`config.mk`:
```
export PLATFORM = sky130hd
export DESIGN_NAME = sbm_master
export DESIGN_NICKNAME = d
export VERILOG_FILES = /design/src/verilog/sbm_pkg.sv /design/src/verilog/sbm_master.sv
export SDC_FILE = /design/constraint.sdc
export NUM_CORES = 2
export LEC_CHECK = 0
export BUFFER_PORTS_ARGS = -buffer_cell sky130_fd_sc_hd__buf_2
export CORE_UTILIZATION = 45
export DETAILED_ROUTE_END_ITERATION = 7
export PLACE_DENSITY = 0.7
export SETUP_SLACK_MARGIN = 0.5
export SYNTH_ARGS = -nofsm -noshare
export SYNTH_HDL_FRONTEND = slang
export SYNTH_SLANG_ARGS = --single-unit
```
`constraint.sdc`:
```
create_clock -name clock -period 12.9 [get_ports clock]
set_input_delay 3.225 -clock clock [delete_from_list [all_inputs] [get_ports clock]]
set_output_delay 3.225 -clock clock [all_outputs]
set_load 0.05 [all_outputs]
```
`src/verilog/sbm_pkg.sv`:
```
// Operation
// - Master is built to exactly one profile: minimum, full or reduced.
// - Full profile supports data exchange, parameter handling and all other calls.
// - Reduced profile supports data exchange plus a minimal parameter subset.
// - Optional calls may be omitted; implemented calls behave exactly as defined.
// - Start-up, running and shutdown phases each have defined behaviour.
// - Uniform error scheme for all profiles, at least a configuration-match flag.
// - Configuration-match flag may be merged with other status into one output.
// - Error flag is readable on every controller interface.
// - Cycle assumes request 14, pause 3, response 7, pause 2 bit times.
// - Up to nineteen activated slaves, the cycle completes within 3 ms.
// - Twenty to thirty-one slaves: cycle is (1 + slaves) times 156 us.
`default_nettype none
package sbm_pkg;
  // Profiles
  typedef enum logic [1:0] {
    minimum_profile = 2'h0,
    full_profile    = 2'h1,
    reduced_profile = 2'h2
  } sbm_profile_type;

  // Call codes at the controller interface
  localparam logic [4:0] CALL_READ_INPUT     = 5'h01;
  localparam logic [4:0] CALL_WRITE_OUTPUT   = 5'h02;
  localparam logic [4:0] CALL_SET_PERM_PARAM = 5'h03;
  localparam logic [4:0] CALL_GET_PERM_PARAM = 5'h04;
  localparam logic [4:0] CALL_WRITE_PARAM    = 5'h05;
  localparam logic [4:0] CALL_READ_PARAM     = 5'h06;
  localparam logic [4:0] CALL_STORE_PARAMS   = 5'h07;
  localparam logic [4:0] CALL_SET_PERM_CFG   = 5'h08;
  localparam logic [4:0] CALL_GET_PERM_CFG   = 5'h09;
  localparam logic [4:0] CALL_STORE_CFG      = 5'h0A;
  localparam logic [4:0] CALL_READ_ACT_CFG   = 5'h0B;
  localparam logic [4:0] CALL_SET_PROJECTED  = 5'h0C;
  localparam logic [4:0] CALL_GET_PROJECTED  = 5'h0D;
  localparam logic [4:0] CALL_GET_ACTIVATED  = 5'h0E;
  localparam logic [4:0] CALL_GET_DETECTED   = 5'h0F;
  localparam logic [4:0] CALL_GET_FLAGS      = 5'h10;
  localparam logic [4:0] CALL_GET_CFG_OK     = 5'h11;
  localparam logic [4:0] CALL_SET_OP_MODE    = 5'h12;

  // Status codes
  localparam logic [1:0] STATUS_OK          = 2'h0;
  localparam logic [1:0] STATUS_UNSUPPORTED = 2'h1;
  localparam logic [1:0] STATUS_BAD_ADDR    = 2'h2;

  // Flag word bit positions
  localparam int FLAG_CFG_OK      = 0;
  localparam int FLAG_CFG_ACTIVE  = 1;
  localparam int FLAG_NORMAL_OP   = 2;
  localparam int FLAG_OFFLINE     = 3;

  // Reset values
  localparam logic [3:0]  PARAM_RESET = 4'hF;
  localparam logic [7:0]  CFG_RESET   = 8'hFF;

  // Bus timing; the bit time follows from the per-slave slot
  localparam int REQUEST_BITS     = 14;
  localparam int MASTER_PAUSE_BITS = 3;
  localparam int RESPONSE_BITS    = 7;
  localparam int SLAVE_PAUSE_BITS = 2;
  localparam int SLOT_TIME_NS     = 156000;
  localparam int BIT_TIME_NS      = SLOT_TIME_NS /
                                    (REQUEST_BITS + MASTER_PAUSE_BITS + RESPONSE_BITS + SLAVE_PAUSE_BITS);
  localparam int SHORT_CYCLE_NS   = 3000000;
  localparam int SHORT_CYCLE_MAX  = 19;
  localparam int CLOCK_NS         = 25;
  // Longest times round down
  localparam int SLOT_CYCLES      = SLOT_TIME_NS / CLOCK_NS;
  localparam int SHORT_CYCLE_CYCLES = SHORT_CYCLE_NS / CLOCK_NS;
endpackage : sbm_pkg
`default_nettype wire

```
`src/verilog/sbm_master.sv`:
```
`timescale 1ns/1ps
`default_nettype none
module sbm_master #(
  parameter sbm_pkg::sbm_profile_type PROFILE = sbm_pkg::full_profile,
  parameter int SLOT_CYCLES  = sbm_pkg::SLOT_CYCLES,
  parameter int SHORT_CYCLES = sbm_pkg::SHORT_CYCLE_CYCLES
) (
  // Clock and reset
  input  wire logic        clock,
  input  wire logic        rst,
  input  wire logic        clock_enable,
  // Controller call port
  input  wire logic        call_valid,
  input  wire logic [4:0]  call_code,
  input  wire logic [4:0]  call_addr,
  input  wire logic [31:0] call_data,
  output logic             done,
  output logic [1:0]       status,
  output logic [31:0]      result,
  // Phase control
  input  wire logic        power_good,
  input  wire logic        config_mode,
  // Line side images, to and from the slave scanner
  input  wire logic [31:0] detected_slave_list,
  input  wire logic [3:0]  slave_input_data,
  input  wire logic [3:0]  slave_actual_param,
  input  wire logic [7:0]  slave_actual_cfg,
  output logic [4:0]       scan_addr,
  output logic [3:0]       slave_output_data,
  output logic [3:0]       slave_param_out,
  output logic             param_write,
  // Front panel
  output logic             panel_error_lamp,
  output logic             cfg_ok,
  output logic             cycle_tick
);
  typedef enum logic [1:0] {sbm_off, sbm_startup, sbm_running, sbm_shutdown} sbm_phase_type;

  sbm_phase_type phase;
  logic [31:0] input_data_image [32];
  logic [3:0]  output_data_image [32];
  logic [3:0]  stored_parameter_table [32];
  logic [3:0]  actual_parameter_image [32];
  logic [7:0]  stored_configuration_table [32];
  logic [7:0]  actual_configuration_table [32];
  logic [31:0] projected_slave_list;
  logic [31:0] activated_slave_list;
  logic [31:0] detected_sync;
  logic [31:0] detected_meta;
  logic [22:0] cycle_count;
  logic [22:0] cycle_limit;
  logic [5:0]  active_count;
  logic        supported;
  logic        cfg_mismatch;

  // Two-flop capture of the line side detection list
  always_ff @(posedge clock) begin
    if (rst) begin
      detected_meta <= 32'h0000_0000;
      detected_sync <= 32'h0000_0000;
    end else if (clock_enable) begin
      detected_meta <= detected_slave_list;
      detected_sync <= detected_meta;
    end
  end

  always_ff @(posedge clock) begin
    if (rst) begin
      phase <= sbm_off;
    end else if (clock_enable) begin
      case (phase)
        sbm_off:      phase <= power_good ? sbm_startup : sbm_off;
        sbm_startup:  phase <= power_good ? sbm_running : sbm_shutdown;
        sbm_running:  phase <= power_good ? sbm_running : sbm_shutdown;
        sbm_shutdown: phase <= sbm_off;
        default:      phase <= sbm_off;
      endcase
    end
  end

  always_comb begin
    supported = 1'b0;
    case (call_code)
      sbm_pkg::CALL_READ_INPUT, sbm_pkg::CALL_WRITE_OUTPUT,
      sbm_pkg::CALL_STORE_CFG, sbm_pkg::CALL_GET_CFG_OK,
      sbm_pkg::CALL_SET_OP_MODE: supported = 1'b1;
      sbm_pkg::CALL_WRITE_PARAM, sbm_pkg::CALL_STORE_PARAMS:
        supported = (PROFILE != sbm_pkg::minimum_profile);
      sbm_pkg::CALL_SET_PERM_PARAM, sbm_pkg::CALL_GET_PERM_PARAM,
      sbm_pkg::CALL_READ_PARAM, sbm_pkg::CALL_SET_PERM_CFG,
      sbm_pkg::CALL_GET_PERM_CFG, sbm_pkg::CALL_READ_ACT_CFG,
      sbm_pkg::CALL_SET_PROJECTED, sbm_pkg::CALL_GET_PROJECTED,
      sbm_pkg::CALL_GET_ACTIVATED, sbm_pkg::CALL_GET_DETECTED,
      sbm_pkg::CALL_GET_FLAGS:
        supported = (PROFILE == sbm_pkg::full_profile);
      default: supported = 1'b0;
    endcase
  end

  assign cfg_mismatch = (projected_slave_list != activated_slave_list);

  // Activated list follows detected slaves while running, projected ones only outside config mode
  always_ff @(posedge clock) begin
    if (rst) begin
      activated_slave_list <= 32'h0000_0000;
    end else if (clock_enable) begin
      if (phase != sbm_running) begin
        activated_slave_list <= 32'h0000_0000;
      end else if (config_mode) begin
        activated_slave_list <= detected_sync & 32'hFFFF_FFFE;
      end else begin
        activated_slave_list <= detected_sync & projected_slave_list & 32'hFFFF_FFFE;
      end
    end
  end

  // Per slave images; only slot of the scan address changes
  genvar g;
  generate
    for (g = 0; g < 32; g++) begin : g_slave
      always_ff @(posedge clock) begin
        if (rst) begin
          input_data_image[g]           <= 32'h0000_0000;
          actual_parameter_image[g]     <= sbm_pkg::PARAM_RESET;
          actual_configuration_table[g] <= sbm_pkg::CFG_RESET;
        end else if (clock_enable && scan_addr == 5'(g) && activated_slave_list[g]) begin
          input_data_image[g]           <= {28'h0000000, slave_input_data};
          actual_parameter_image[g]     <= slave_actual_param;
          actual_configuration_table[g] <= slave_actual_cfg;
        end
      end
    end
  endgenerate

  // Call execution; unsupported clears result and leaves tables and lists unchanged
  always_ff @(posedge clock) begin
    if (rst) begin
      done                 <= 1'b0;
      status               <= sbm_pkg::STATUS_OK;
      result               <= 32'h0000_0000;
      projected_slave_list <= 32'h0000_0000;
      param_write          <= 1'b0;
      slave_param_out      <= sbm_pkg::PARAM_RESET;
      for (int i = 0; i < 32; i++) begin
        output_data_image[i]          <= 4'h0;
        stored_parameter_table[i]     <= sbm_pkg::PARAM_RESET;
        stored_configuration_table[i] <= sbm_pkg::CFG_RESET;
      end
    end else if (clock_enable) begin
      done        <= call_valid;
      param_write <= 1'b0;
      if (call_valid) begin
        result <= 32'h0000_0000;
        if (!supported) begin
          status <= sbm_pkg::STATUS_UNSUPPORTED;
        end else begin
          status <= sbm_pkg::STATUS_OK;
          case (call_code)
            sbm_pkg::CALL_READ_INPUT:     result <= input_data_image[call_addr];
            sbm_pkg::CALL_WRITE_OUTPUT:   output_data_image[call_addr] <= call_data[3:0];
            sbm_pkg::CALL_SET_PERM_PARAM: stored_parameter_table[call_addr] <= call_data[3:0];
            sbm_pkg::CALL_GET_PERM_PARAM:
              result <= {28'h0000000, stored_parameter_table[call_addr]};
            sbm_pkg::CALL_WRITE_PARAM: begin
              slave_param_out <= call_data[3:0];
              param_write     <= 1'b1;
              result <= {28'h0000000, actual_parameter_image[call_addr]};
            end
            sbm_pkg::CALL_READ_PARAM:
              result <= {28'h0000000, actual_parameter_image[call_addr]};
            sbm_pkg::CALL_STORE_PARAMS:
              for (int i = 0; i < 32; i++) stored_parameter_table[i] <= actual_parameter_image[i];
            sbm_pkg::CALL_SET_PERM_CFG: stored_configuration_table[call_addr] <= call_data[7:0];
            sbm_pkg::CALL_GET_PERM_CFG:
              result <= {24'h000000, stored_configuration_table[call_addr]};
            sbm_pkg::CALL_STORE_CFG: begin
              for (int i = 0; i < 32; i++)
                stored_configuration_table[i] <= actual_configuration_table[i];
              projected_slave_list <= activated_slave_list;
            end
            sbm_pkg::CALL_READ_ACT_CFG:
              result <= {24'h000000, actual_configuration_table[call_addr]};
            sbm_pkg::CALL_SET_PROJECTED: projected_slave_list <= call_data & 32'hFFFF_FFFE;
            sbm_pkg::CALL_GET_PROJECTED: result <= projected_slave_list;
            sbm_pkg::CALL_GET_ACTIVATED: result <= activated_slave_list;
            sbm_pkg::CALL_GET_DETECTED:  result <= detected_sync;
            sbm_pkg::CALL_GET_FLAGS: begin
              result[sbm_pkg::FLAG_CFG_OK]     <= !cfg_mismatch;
              result[sbm_pkg::FLAG_CFG_ACTIVE] <= config_mode;
              result[sbm_pkg::FLAG_NORMAL_OP]  <= (phase == sbm_running);
              result[sbm_pkg::FLAG_OFFLINE]    <= (phase != sbm_running);
            end
            // same flag as the panel output, so both interfaces agree
            sbm_pkg::CALL_GET_CFG_OK: result <= {31'h0, cfg_ok};
            default: result <= 32'h0000_0000;
          endcase
        end
      end
    end
  end

  // flag on panel too; lamp shows mismatch even in config mode
  always_ff @(posedge clock) begin
    if (rst) begin
      cfg_ok           <= 1'b0;
      panel_error_lamp <= 1'b1;
    end else if (clock_enable) begin
      cfg_ok           <= !cfg_mismatch && phase == sbm_running;
      panel_error_lamp <= cfg_mismatch || phase != sbm_running;
    end
  end

  // slot per slave; count active slaves
  always_comb begin
    active_count = 6'h00;
    for (int i = 0; i < 32; i++) active_count = active_count + 6'(activated_slave_list[i]);
  end

  assign cycle_limit = (active_count <= 6'(sbm_pkg::SHORT_CYCLE_MAX))
                     ? 23'(SHORT_CYCLES)
                     : 23'((32'(active_count) + 32'h1) * 32'(SLOT_CYCLES));

  // Polling cycle timer, one scan slot per slave slot
  always_ff @(posedge clock) begin
    if (rst) begin
      cycle_count       <= 23'h000000;
      cycle_tick        <= 1'b0;
      scan_addr         <= 5'h00;
      slave_output_data <= 4'h0;
    end else if (clock_enable) begin
      cycle_tick <= 1'b0;
      if (phase != sbm_running) begin
        cycle_count       <= 23'h000000;
        scan_addr         <= 5'h00;
        slave_output_data <= 4'h0;
      end else if (cycle_count >= cycle_limit - 23'h1) begin
        cycle_count <= 23'h000000;
        cycle_tick  <= 1'b1;
        scan_addr   <= 5'h00;
      end else begin
        cycle_count <= cycle_count + 23'h1;
        if (cycle_count % 23'(SLOT_CYCLES) == 23'(SLOT_CYCLES - 1)) begin
          scan_addr         <= scan_addr + 5'h1;
          slave_output_data <= output_data_image[scan_addr + 5'h1];
        end
      end
    end
  end
endmodule : sbm_master
`default_nettype wire

```
==> flow_metrics.tcl <==
set metrics [dict create \
    pre_cts_slack_ps 1190 \
    combPwrFrac_pct 6.0 \
    outcome "finished with violations" \
    vias_per_cell 6.67 \
    syn_area_per_cell_um2 11.7 \
    hold_violations 0 \
    min_path_cells 2 \
    drtIter0Drc 7614 \
    skew_ps 31.7 \
    area_growth_syn_to_layout_pct 9.86 \
    die_area_um2 140000 \
    hold_class "register to register" \
    ios 148 \
    ant_nets 0 \
    antenna_found_initial 27 \
    place_congestion 0.996 \
    synth_edf_count 1008 \
    yosys_warnings 0 \
    p_int_mw 6.55 \
    synth_top_area_share_pct 48.5 \
    cp_common_cell "fa_1" \
    final_cell_mix "edfxtp_1, nor2_1, or3_1, a21oi_1, nand2_1" \
    fin_util_pct 49.9 \
    nets 5400 \
    layout.cells.non_filler 7125 \
    fmax_mhz 87.8 \
    clkLatencyLatePin_ps 780 \
    synth.distinct_cells 110 \
    drv_cap 0 \
    cts_setup_buffers 0 \
    grt_max_degree 147 \
    initial_core_util_pct 45.4 \
    worstPathMaxFanout 23 \
    p_per_area_nw_per_um2 126 \
    io_buffer_count 146 \
    hold_start "cycle_tick" \
    fp.dieH_um 374 \
    critical_path_required_ps 13560 \
    syn-cell-area_um2 62400 \
    crit_type "register to register" \
    met3_usage_pct 8.57 \
    fillers 11800 \
    syn_inst 5356 \
    gr-usage-met1_pct 38.2 \
    crit_end "slave_output_data[0]" \
    coreArea_um2 137000 \
    grt_use_total_pct 29.6 \
    period_minus_slack_ps 11390 \
    design_area_um2 68600 \
    finalSetupTns_ps 0 \
    drt-total-wl_um 212000 \
    place_area_um2 64300 \
    htreeDepth 4 \
    drive_gt1_share_pct 15.3 \
    overflow 0 \
    rsz0062_at_grt "false" \
    setup_viol 0 \
    synth_area_leaders "edfxtp_1, mux4_2, dfxtp_1" \
    arrival_ps 12040 \
    remaining_drc_errors 1 \
    yosys.area.top_type "edfxtp_1" \
    first_global_vias 45100 \
    hold_ws_ps 466 \
    power_mw 8.61 \
    cp_slowest_cell "fa_1" \
    clkPwrFrac_pct 44.2 \
    synthArstFlopShare_pct 0 \
    ys_seq_area_share_pct 55.0 \
    setup_slack_ps 1510 \
    drv_slew 0 \
    met2_usage_pct 45.0 \
    r2r_start "activated_slave_list[6]" \
    cts_tree "done" \
    die_w_um 374 \
    p_seq_share_pct 49.8 \
    wl_per_cell_um 29.7 \
    crit_path_end_kind "register" \
    worst_pin_slew_ps 1370 \
    cts_buffers 132 \
    dr.pass1.iters 8 \
    synth-seq-cells 1210 \
    reg2regPathDepth 44 \
    cts.clk_slew.worst_paths_ps 60 \
    final_common_cell "edfxtp_1" \
    top_usage_layer "met2" \
    fin_crit_sh_pct 88.3 \
    hpwl_um 137000 \
    ir_worst_vdd_mv 0.159 \
    startpoint "activated_slave_list[6]" \
    fp-row-count 136 \
    num_vias 47500 \
    clock_sink_count 1210 \
    reg2reg_to "slave_output_data[0]" \
    ctsLongestPathBuffers 3 \
    p_leak_nw 19.7 \
    cp-start-kind "register" \
    cts_root_buf "clkbuf_16" \
    slew_headroom_pct 8.47 \
    slowest_delay_ps 590 \
    grt_pass1_wl_um 305000 \
    r2r_slack_ps 1510 \
    placed_cells 6872 \
    netSwitchingFraction_pct 23.9 \
    p_switching_mw 2.06 \
    violations "DRC" \
    ys.flop_type "edfxtp_1" \
]
-- power by group through the flow --
stage | clock network (mW) | registers, mW | logic [mW]
3_3_place_gp | 0 | 4.37 | 0.494
5_1_grt | 3.94 | 4.29 | 0.525
3_5_place_dp | 0 | 4.37 | 0.498
4_1_cts | 3.80 | 4.29 | 0.499
6_report | 3.80 | 4.29 | 0.516
2_1_floorplan | 0 | 4.36 | 0.294
-- state kept, by name (all words and copies together) (netlist names), 2 cells and up --
signal                      flops
actual_configuration_table    248
slave_output_data               4
activated_slave_list           31
input_data_image              124
scan_addr                       5
stored_parameter_table        128
slave_param_out                 4
stored_configuration_table    256
cycle_count                    23
detected_sync                  32
result                         32
actual_parameter_image        124
detected_meta                  32
projected_slave_list           31
output_data_image             128
phase                           2
-- cells in the mapped netlist, drive strengths merged (24+ instances only) --
master,count
nand3,75
nor2b,24
edfxtp,1008
inv,77
xnor2,61
nand2,288
a31oi,33
a31o,50
ha,68
nand4,34
a22oi,88
o21ai,209
o32a,34
buf,62
a21o,25
fa,24
and3,24
a222oi,26
nand2b,47
xor2,32
o22a,139
o31ai,27
mux2i,134
a211oi,52
nor2,737
mux4,244
nor3,164
a21oi,301
clkbuf,437
dfxtp,202
or2,36
or3,369
-- critical path: cells and delay by family (launching register included) --
kind | cells | cell delay [ps]
fa+ha+maj | 13 | 5480
simple gates | 12 | 2360
compound gates | 13 | 2050
xor+xnor | 3 | 610
flops | 1 | 470
buf+inv | 3 | 340
-- cell type report --
type	instances	area, um^2	area share [%]
Antenna cell	13	32.5	0.0474
Inverter	78	293	0.427
Clock inverter	67	701	1.02
Tap cell	1794	2240	3.27
Clock buffer	173	3570	5.21
Sequential cell	1210	34300	50.0
Multi-Input combinational cell	3571	26100	38.0
Timing Repair Buffer	219	1340	1.95
-- how the worst min path moves through the flow --
| stage | endpoint |
|---|---|
| finish | cycle_tick |
| global route | cycle_tick |
| global placement | cycle_tick |
| CTS | cycle_tick |
| floorplan | detected_meta[0] |
| detailed placement | cycle_tick |
-- per-layer routing --
| metal | wire, um | vias up |
|---|---|---|
| li1 | - | 20100 |
| met1 | 76100 | 23400 |
| met2 | 95300 | 3399 |
| met3 | 27700 | 635 |
| met4 | 12300 | 24 |
| met5 | 185 | - |
-- cells by family (layout without fill, tap and decap cells) --
logic type      Yosys count  in the layout  synth area share (%)
fa+ha+maj                93             93                  2.15
simple gates           1861           1861                  14.3
flops                  1210           1210                  55.0
mux                     389            389                  11.2
compound gates         1132           1132                  12.6
other cells               1             16               0.00601
buf+inv                 577            537                  3.49
xor+xnor                 93             93                  1.32
-- what timing repair did --
| item | in CTS | in global routing |
|---|---|---|
| hold buffers | 0 | 0 |
| endpoints found under the hold margin | 0 | 0 |
| setup endpoints to repair | 0 | 20 |
| resized for setup | 0 | 4 |
Power figures use the tool's default switching activity.
